[config.mk]
export PLATFORM = sky130hd
export DESIGN_NAME = ebs_sequencer
export DESIGN_NICKNAME = d
export VERILOG_FILES = /design/src/ebs_pkg.sv /design/src/ebs_ready_sync.sv /design/src/ebs_sequencer.sv
export SDC_FILE = /design/constraint.sdc
export NUM_CORES = 1
export LEC_CHECK = 0
export ABC_AREA = 1
export BUFFER_PORTS_ARGS = -buffer_cell sky130_fd_sc_hd__buf_4
export CAP_MARGIN = 10
export CORE_MARGIN = 2
export CORE_UTILIZATION = 51
export DETAILED_ROUTE_END_ITERATION = 12
export GPL_ROUTABILITY_DRIVEN = 0
export MAX_ROUTING_LAYER = met4
export PLACE_DENSITY_LB_ADDON = 0.1
export SETUP_SLACK_MARGIN = 0.05
export SLEW_MARGIN = 20
export SYNTH_ARGS = -nofsm -noshare
export SYNTH_HDL_FRONTEND = slang
export SYNTH_HIERARCHICAL = 1
export SYNTH_SLANG_ARGS = --single-unit
[constraint.sdc]
create_clock -name mclk_in -period 5.21 [get_ports mclk_in]
set_input_delay 0.521 -clock mclk_in [delete_from_list [all_inputs] [get_ports mclk_in]]
set_output_delay 0.521 -clock mclk_in [all_outputs]
set_load 0.05 [all_outputs]
[src/ebs_pkg.sv]
// package for the external bus cycle phase sequencer
package ebs_pkg;
  localparam int ADDR_W = 24;
  localparam int DATA_W = 16;
  localparam int NUM_CS = 4;
  localparam int CS_W = 2;
  localparam int CNT_W = 5;
  localparam logic [4:0] ACC_MAX = 5'h1f; // access code 31 means 32 periods
  localparam logic [4:0] ONE_PERIOD = 5'h01;
  localparam logic [4:0] ZERO_PERIOD = 5'h00;
  localparam logic [ADDR_W-1:0] ADDR_RST = 24'h000000;
  localparam logic [DATA_W-1:0] DATA_RST = 16'h0000;
  localparam int WIN_LSB = 16; // address window = bits above the shared-line width

  // per chip select timing configuration
  typedef struct packed {
    logic       setup_two;   // address setup 1 or 2 periods
    logic [1:0] win_extra;   // 0..3 extra setup periods on window change
    logic [1:0] cmd_delay;   // 0..3
    logic       wr_setup;    // 0..1
    logic [4:0] access_m1;   // access length minus one, 1..32
    logic [1:0] hold;        // 0..3
    logic       rdy_en;      // ready stretches access
    logic       rdy_pol;     // 1: ready active high
    logic       rdy_async;   // ready passes a synchroniser
    logic       multiplexed_bus_mode;    // 1: multiplexed, 0: separate
  } ebs_cs_cfg_t;

  typedef struct packed {
    logic              write;
    logic [CS_W-1:0]   cs;
    logic [ADDR_W-1:0] addr;
    logic [DATA_W-1:0] wdata;
  } ebs_req_t;

  typedef enum logic [2:0] {
    EBS_IDLE   = 3'b000,
    EBS_SETUP  = 3'b001,
    EBS_CMD    = 3'b010,
    EBS_WSETUP = 3'b011,
    EBS_ACCESS = 3'b100,
    EBS_HOLD   = 3'b101
  } ebs_phase_t;
endpackage

[src/ebs_ready_sync.sv]
// ready input polarity and optional two-stage synchroniser
`timescale 1ns/1ps
module ebs_ready_sync (
  input wire logic mclk_in,
  input wire logic rst_in,
  input wire logic ready_in,
  input wire logic pol_in,
  input wire logic async_in,
  output logic active_out
);
  typedef struct packed {
    logic s1;
    logic s2;
  } ebs_sync_t;
  ebs_sync_t st_reg;
  ebs_sync_t st_next;

  // first stage is read only by the second
  always_comb begin
    st_next = st_reg;
    st_next.s1 = ready_in;
    st_next.s2 = st_reg.s1;
  end

  always_ff @(posedge mclk_in or posedge rst_in) begin
    if (rst_in) begin
      st_reg <= '0;
    end else begin
      st_reg <= st_next;
    end
  end

  // async path costs two waitstates; sync path is used direct for shortest cycle
  assign active_out = (async_in ? st_reg.s2 : ready_in) == pol_in;
endmodule

[src/ebs_sequencer.sv]
// external bus cycle phase sequencer top
//
// How it works
// - each cycle runs setup, command delay, write setup, access, hold in order
// - phase lengths come from the selected chip select timing config
// - setup is 1 or 2 periods, plus 0..3 when address window changes
// - command 0..3, write setup 0..1, access 1..32, hold 0..3 periods
// - with ready enabled, access stretches until ready is seen active
// - read data captured on the edge that raises read strobe; address holds until the next request
// - multiplexed puts address then data on shared lines; separate uses own lines
// - ready polarity is selectable per chip select
// - asynchronous ready passes a synchroniser, costing two waitstates
// - ready inactive at sample adds a waitstate, active ends the access phase
`timescale 1ns/1ps
module ebs_sequencer (
  input wire logic mclk_in,
  input wire logic rst_in,
  input wire ebs_pkg::ebs_cs_cfg_t [ebs_pkg::NUM_CS-1:0] chip_select_timing_config_in,
  input wire logic req_valid_in,
  input wire ebs_pkg::ebs_req_t req_in,
  output logic req_ready_out,
  output logic done_out,
  output logic [ebs_pkg::DATA_W-1:0] rdata_out,
  input wire logic ready_in,
  output logic [ebs_pkg::ADDR_W-1:0] address_lines_out,
  output logic [ebs_pkg::DATA_W-1:0] shared_addr_data_lines_out,
  output logic shared_addr_data_lines_oe_out,
  input wire logic [ebs_pkg::DATA_W-1:0] shared_addr_data_lines_in,
  output logic [ebs_pkg::DATA_W-1:0] data_lines_out,
  output logic data_lines_oe_out,
  input wire logic [ebs_pkg::DATA_W-1:0] data_lines_in,
  output logic addr_latch_out,
  output logic rd_n_out,
  output logic wr_n_out,
  output logic [ebs_pkg::NUM_CS-1:0] cs_n_out,
  output logic [ebs_pkg::CNT_W-1:0] phase_out
);
  typedef struct packed {
    ebs_pkg::ebs_phase_t phase;
    logic [ebs_pkg::CNT_W-1:0] cnt;
    ebs_pkg::ebs_req_t req;
    ebs_pkg::ebs_cs_cfg_t cfg;
    logic [ebs_pkg::ADDR_W-ebs_pkg::WIN_LSB-1:0] last_win;
    logic [ebs_pkg::CS_W-1:0] last_cs;
    logic win_valid;
    logic [ebs_pkg::DATA_W-1:0] rdata;
    logic done;
    logic [ebs_pkg::ADDR_W-1:0] addr_o;
    logic [ebs_pkg::DATA_W-1:0] ad_o;
    logic ad_oe;
    logic [ebs_pkg::DATA_W-1:0] d_o;
    logic d_oe;
    logic ale;
    logic rd_n;
    logic wr_n;
    logic [ebs_pkg::NUM_CS-1:0] cs_n;
  } ebs_state_t;

  ebs_state_t st_reg;
  ebs_state_t st_next;
  logic rdy_active;

  // setup length: base 1/2 plus window-change extension, up to five
  function automatic logic [ebs_pkg::CNT_W-1:0] setup_len(input ebs_pkg::ebs_cs_cfg_t c, input logic chg);
    logic [ebs_pkg::CNT_W-1:0] n;
    n = {4'h0, c.setup_two} + ebs_pkg::ONE_PERIOD;
    if (chg) begin
      n = n + {3'h0, c.win_extra};
    end
    return n;
  endfunction

  // next phase of non-zero length; a zero-length phase costs no clock at all
  function automatic ebs_pkg::ebs_phase_t next_phase(input ebs_pkg::ebs_phase_t p,
    input ebs_pkg::ebs_cs_cfg_t c);
    ebs_pkg::ebs_phase_t n;
    n = ebs_pkg::EBS_IDLE;
    case (p)
      ebs_pkg::EBS_IDLE: begin
        n = ebs_pkg::EBS_SETUP;
      end
      ebs_pkg::EBS_SETUP: begin
        n = (c.cmd_delay != '0) ? ebs_pkg::EBS_CMD : (c.wr_setup ? ebs_pkg::EBS_WSETUP : ebs_pkg::EBS_ACCESS);
      end
      ebs_pkg::EBS_CMD: begin
        n = c.wr_setup ? ebs_pkg::EBS_WSETUP : ebs_pkg::EBS_ACCESS;
      end
      ebs_pkg::EBS_WSETUP: begin
        n = ebs_pkg::EBS_ACCESS;
      end
      ebs_pkg::EBS_ACCESS: begin
        n = (c.hold != '0) ? ebs_pkg::EBS_HOLD : ebs_pkg::EBS_IDLE;
      end
      default: begin
        n = ebs_pkg::EBS_IDLE;
      end
    endcase
    return n;
  endfunction

  // periods of phase p minus one; only ever asked for phases of non-zero length
  function automatic logic [ebs_pkg::CNT_W-1:0] phase_len(input ebs_pkg::ebs_phase_t p,
    input ebs_pkg::ebs_cs_cfg_t c);
    logic [ebs_pkg::CNT_W-1:0] n;
    n = ebs_pkg::ZERO_PERIOD;
    case (p)
      ebs_pkg::EBS_CMD: begin
        n = {3'h0, c.cmd_delay} - ebs_pkg::ONE_PERIOD;
      end
      ebs_pkg::EBS_WSETUP: begin
        n = {4'h0, c.wr_setup} - ebs_pkg::ONE_PERIOD;
      end
      ebs_pkg::EBS_ACCESS: begin
        n = c.access_m1;
      end
      ebs_pkg::EBS_HOLD: begin
        n = {3'h0, c.hold} - ebs_pkg::ONE_PERIOD;
      end
      default: begin
        n = ebs_pkg::ZERO_PERIOD;
      end
    endcase
    return n;
  endfunction

  ebs_ready_sync u_rdy (
    .mclk_in(mclk_in),
    .rst_in(rst_in),
    .ready_in(ready_in),
    .pol_in(st_reg.cfg.rdy_pol),
    .async_in(st_reg.cfg.rdy_async),
    .active_out(rdy_active)
  );

  // phase sequencing; counters hold remaining periods minus one
  always_comb begin
    logic chg;
    logic last;
    logic step;
    ebs_pkg::ebs_phase_t nxt;
    chg = 1'b0;
    last = (st_reg.cnt == ebs_pkg::ZERO_PERIOD);
    step = 1'b0;
    nxt = next_phase(st_reg.phase, st_reg.cfg);
    st_next = st_reg;
    st_next.done = 1'b0;
    st_next.ale = 1'b0;
    case (st_reg.phase)
      ebs_pkg::EBS_IDLE: begin
        if (req_valid_in) begin
          st_next.req = req_in;
          st_next.cfg = chip_select_timing_config_in[req_in.cs];
          chg = !st_reg.win_valid || st_reg.last_cs != req_in.cs ||
                st_reg.last_win != req_in.addr[ebs_pkg::ADDR_W-1:ebs_pkg::WIN_LSB];
          st_next.cnt = setup_len(chip_select_timing_config_in[req_in.cs], chg) - ebs_pkg::ONE_PERIOD;
          st_next.phase = ebs_pkg::EBS_SETUP;
          st_next.addr_o = req_in.addr;
          st_next.cs_n = ~(ebs_pkg::NUM_CS'(1) << req_in.cs);
          st_next.last_cs = req_in.cs;
          st_next.last_win = req_in.addr[ebs_pkg::ADDR_W-1:ebs_pkg::WIN_LSB];
          st_next.win_valid = 1'b1;
          st_next.d_oe = 1'b0;
          if (chip_select_timing_config_in[req_in.cs].multiplexed_bus_mode) begin
            st_next.ad_o = req_in.addr[ebs_pkg::DATA_W-1:0];
            st_next.ad_oe = 1'b1;
            st_next.ale = 1'b1;
          end else begin
            st_next.ad_oe = 1'b0;
          end
        end
      end
      ebs_pkg::EBS_SETUP: begin
        st_next.ale = st_reg.cfg.multiplexed_bus_mode && !last; // latch strobe across setup
        if (last) begin
          step = 1'b1;
          // shared lines released for read, carry data for write
          st_next.ad_oe = st_reg.cfg.multiplexed_bus_mode && st_reg.req.write;
          st_next.ad_o = st_reg.req.wdata;
          st_next.d_oe = !st_reg.cfg.multiplexed_bus_mode && st_reg.req.write;
          st_next.d_o = st_reg.req.wdata;
        end else begin
          st_next.cnt = st_reg.cnt - ebs_pkg::ONE_PERIOD;
        end
      end
      ebs_pkg::EBS_CMD, ebs_pkg::EBS_WSETUP, ebs_pkg::EBS_HOLD: begin
        // plain timed phases: count down, then step on
        step = last;
        if (!last) begin
          st_next.cnt = st_reg.cnt - ebs_pkg::ONE_PERIOD;
        end
      end
      ebs_pkg::EBS_ACCESS: begin
        if (!last) begin
          st_next.cnt = st_reg.cnt - ebs_pkg::ONE_PERIOD;
        end else if (!st_reg.cfg.rdy_en || rdy_active) begin
          // this edge raises the strobe and captures read data
          step = 1'b1;
          st_next.rd_n = 1'b1;
          st_next.wr_n = 1'b1;
          if (!st_reg.req.write) begin
            st_next.rdata = st_reg.cfg.multiplexed_bus_mode ? shared_addr_data_lines_in : data_lines_in;
          end
        end
      end
      default: begin
        st_next.phase = ebs_pkg::EBS_IDLE;
      end
    endcase
    // entering a phase loads its length; strobes open on access, the cycle closes on idle
    if (step) begin
      st_next.phase = nxt;
      st_next.cnt = phase_len(nxt, st_reg.cfg);
      if (nxt == ebs_pkg::EBS_ACCESS) begin
        st_next.rd_n = st_reg.req.write;
        st_next.wr_n = !st_reg.req.write;
      end
      if (nxt == ebs_pkg::EBS_IDLE) begin
        st_next.done = 1'b1;
        st_next.cs_n = '1;
        st_next.ad_oe = 1'b0;
        st_next.d_oe = 1'b0;
      end
    end
  end

  always_ff @(posedge mclk_in or posedge rst_in) begin
    if (rst_in) begin
      st_reg <= '0;
      st_reg.rd_n <= 1'b1;
      st_reg.wr_n <= 1'b1;
      st_reg.cs_n <= '1;
    end else begin
      st_reg <= st_next;
    end
  end

  assign req_ready_out = (st_reg.phase == ebs_pkg::EBS_IDLE);
  assign done_out = st_reg.done;
  assign rdata_out = st_reg.rdata;
  assign address_lines_out = st_reg.addr_o;
  assign shared_addr_data_lines_out = st_reg.ad_o;
  assign shared_addr_data_lines_oe_out = st_reg.ad_oe;
  assign data_lines_out = st_reg.d_o;
  assign data_lines_oe_out = st_reg.d_oe;
  assign addr_latch_out = st_reg.ale;
  assign rd_n_out = st_reg.rd_n;
  assign wr_n_out = st_reg.wr_n;
  assign cs_n_out = st_reg.cs_n;
  assign phase_out = {2'h0, st_reg.phase};
endmodule

==> flow_metrics.py <==
metrics = {
    "clocking": {
        "htreeDepth": 4,
        "insertion_delay_ps": 410,
        "root_buffer": "clkbuf_16",
        "cts_tree": "yes",
        "ctsResizeCount": 0,
        "cts_setup_buffers": 0,
        "cts_max_path_buffers": 2,
        "clk_pin_slew_worst_paths_ps": 60,
        "cts_hold_buf": 1,
        "numCtsBuffers": 17,
        "clkSinkCount": 126,
    },
    "synth": {
        "postSynth.asyncResetShare_pct": 100.0,
        "yosys_register_bits": 126,
        "avgSynthCellArea_sq_um": 7.720,
        "synth_edf_count": 0,
        "yosysUniqueCellTypes": 44,
        "yosys_warnings": 6,
        "syn_inst": 884,
        "syn_area_sq_mm": 0.006824,
        "seq_area_frac_synth_pct": 46.31,
        "synth_flop_cell": "dfrtp_1",
    },
    "floorplanning": {
        "dieWidth_um": 119.7,
        "coreArea_sq_mm": 0.01314,
        "dieArea_sq_mm": 0.01432,
        "pin_count": 235,
        "start_util_pct": 51.94,
        "die_y_um": 119.7,
        "num_rows": 42,
    },
    "placed_design": {
        "placed_cell_area_sq_mm": 0.008071,
        "port_buffers": 232,
        "dp.final_hpwl_um": 12280,
    },
    "final_layout": {
        "nNetsFinal": 1184,
        "antennaDiodeCount": 0,
        "drive_above_1_share_pct": 29.01,
        "area_growth_pct": 27.32,
        "layout_common_cells": "nand2_1 (344), buf_4 (235), dfrtp_1 (120), inv_1 (58), nor2_1 (55)",
        "final_area_sq_mm": 0.008688,
        "final_common_cell": "nand2_1",
        "nFillCells": 1175,
        "largest_reg_flops": 47,
    },
    "power_and_ir_drop": {
        "p_int_mw": 3.106,
        "peakVddDrop_uv": 263.3,
        "p_seq_share_pct": 29.2,
        "leakage_nw": 4.600,
        "powerDensity_mw_per_mm2": 676.4,
        "clkPwrFrac_pct": 20.4,
        "switchingPower_mw": 2.771,
        "power.total_mw": 5.877,
        "pwr-share-comb_pct": 50.3,
        "netSwitchingFraction_pct": 47.15,
    },
    "timing": {
        "setup_violations": 0,
        "timing.fmax_mhz": 337.6,
        "finClkSkew_ps": 8.125,
        "fin_tns_setup_ps": 0,
        "min_period_ps": 2962,
        "rsz0062_at_grt": "no",
        "final-max-slew-violation-count": 0,
        "fin_crit_sh_pct": 56.85,
        "hold_viol_final": 0,
        "worstMarginPinSlew_ps": 928.7,
        "slew_headroom_pct": 38.09,
    },
    "routing": {
        "first_iter_violations": 422,
        "post_drt_wl_per_cell_um": 13.82,
        "routed_wl_um": 16820,
        "via_per_inst": 4.955,
        "route.detailed.drc": 0,
        "vias": 6030,
        "first_pass_iters": 5,
        "ant_nets": 0,
    },
    "setup_path": {
        "crit_path_frequent_cell": "nand2_1",
        "crit_type": "in -> reg",
        "cp_slowest_cell": "nor2_2",
        "cp-start-kind": "primary input",
        "end_kind": "flop",
        "critPathMaxFanout": 18,
        "cp_top_family": "simple AND/OR/NAND/NOR gates",
        "cp.arrival_ps": 3300,
        "slowest_delay_ps": 520,
        "critPathBufInv": 3,
        "worstPathCellList": "buf_4 > inv_1 > nor2_2 > nand2_1 > nand2_1 > nor2_1 > ha_1 > inv_1 > fa_1 > nand2_1 > nand2_1 > ha_1 > ha_1 > or2_1 > a21oi_1 > a21oi_1 > o21ai_1",
        "cp.required_ps": 5550,
    },
    "global_route": {
        "antenna_found_initial": 0,
        "grt_pass1_wl_um": 27810,
        "grt_usage_pct": 25.26,
        "grt_pass1_vias": 5751,
        "grt_max_degree": 79,
        "gr-total-overflow": 0,
    },
    "run_status": {
        "status": "finished clean",
    },
    "flow_run": {
        "max-cap-violations": 0,
    },
    "worst_hold_path": {
        "min_path_type": "in -> reg",
    },
}
[synth_stat cells, drive strengths merged (2+ instances only)]
cell type | count | share of area (%)
a21oi | 14 | 1.2
a22oi | 4 | 0.44
a31oi | 33 | 3.0
buf | 97 | 10
clkbuf | 15 | 0.84
dfrtp | 120 | 44
dfstp | 6 | 2.3
ha | 8 | 1.5
inv | 73 | 4.1
nand2 | 345 | 19
nand3 | 19 | 1.5
nand4 | 16 | 1.6
nor2 | 64 | 3.9
nor3 | 5 | 0.70
o211ai | 5 | 0.55
o21ai | 44 | 3.4
or2 | 2 | 0.18
xnor2 | 3 | 0.39
[worst paths after layout]
kind	depth (start not counted)	endpoint	startpoint	slack [ps]
min	1	u_rdy/st_next[0]$_DFF_PP0_	ready_in	250
max reg2reg	10	shared_addr_data_lines_out[10]$_DFFE_PP0P_	st_reg[153]$_DFFE_PP0P_	2660
min in group asynchronous	3	u_rdy/st_reg[0]$_DFF_PP0_	rst_in	540
max in group asynchronous	4	st_reg[120]$_DFFE_PP0P_	rst_in	3180
min reg2reg	0	u_rdy/st_reg[0]$_DFF_PP0_	u_rdy/st_next[0]$_DFF_PP0_	360
max	17	st_reg[155]$_DFFE_PP0P_	req_in[41]	2250
[cell families (layout without fill, tap and decap cells)]
family                   Yosys count  after routing  synth area share [%]
AND/OR/NAND/NOR                  452            452                 27.01
AO/OA/AOI/OAI                    106            106                 9.278
other                              1              2               0.05495
adder cells (fa/ha/maj)            9              9                 1.760
XOR/XNOR                           4              4                0.5135
buffers and inverters            186            342                 15.07
flip-flops                       126            126                 46.31
[worst reg2reg max path, delay by kind of cell, from the launching register on]
kind                     cells  cell delay, ps
AND/OR/NAND/NOR              4             870
AO/OA/AOI/OAI                2             230
flip-flops                   1             410
adder cells (fa/ha/maj)      1             160
buffers and inverters        3             810
[through the flow]
stage	worst slack [ps]	std cells	utilization [%]	hold WS [ps]
3_3_place_gp	1878	1184	61.44	332.4
4_1_cts	2245	1217	66.10	223.5
6_report	2248	1217	66.13	245.7
3_5_place_dp	1815	1184	61.44	348.4
2_1_floorplan	1400	885	-	262.2
5_1_grt	1920	1217	66.13	222.5
[routing by layer]
layer  up-vias  track usage [%]  routed length, um
met5         -                -                  0
met4         0            9.118                381
met3        23            5.133               1062
met2       229            39.50               7957
met1      2777            32.88               7416
li1       3001                -                  -
[cell type report]
class	instances	area [sq um]	share of cell area [%]
Sequential cell	126	3161	36.38
Multi-Input combinational cell	573	2649	30.49
Timing Repair Buffer	236	1774	20.42
Clock buffer	22	464.2	5.343
Inverter	74	282.8	3.255
Tap cell	176	220.2	2.535
Clock inverter	10	137.6	1.584
[power by group through the flow]
stage / Combinational, mW / Clock [mW] / Sequential (mW)
finish: 2.96 / 1.20 / 1.72
global route: 3.21 / 1.27 / 1.78
floorplan: 2.50 / 0 / 1.71
CTS: 2.99 / 1.22 / 1.72
detailed placement: 2.97 / 0 / 1.73
global placement: 2.93 / 0 / 1.72
(Power assumes the default switching activity.)
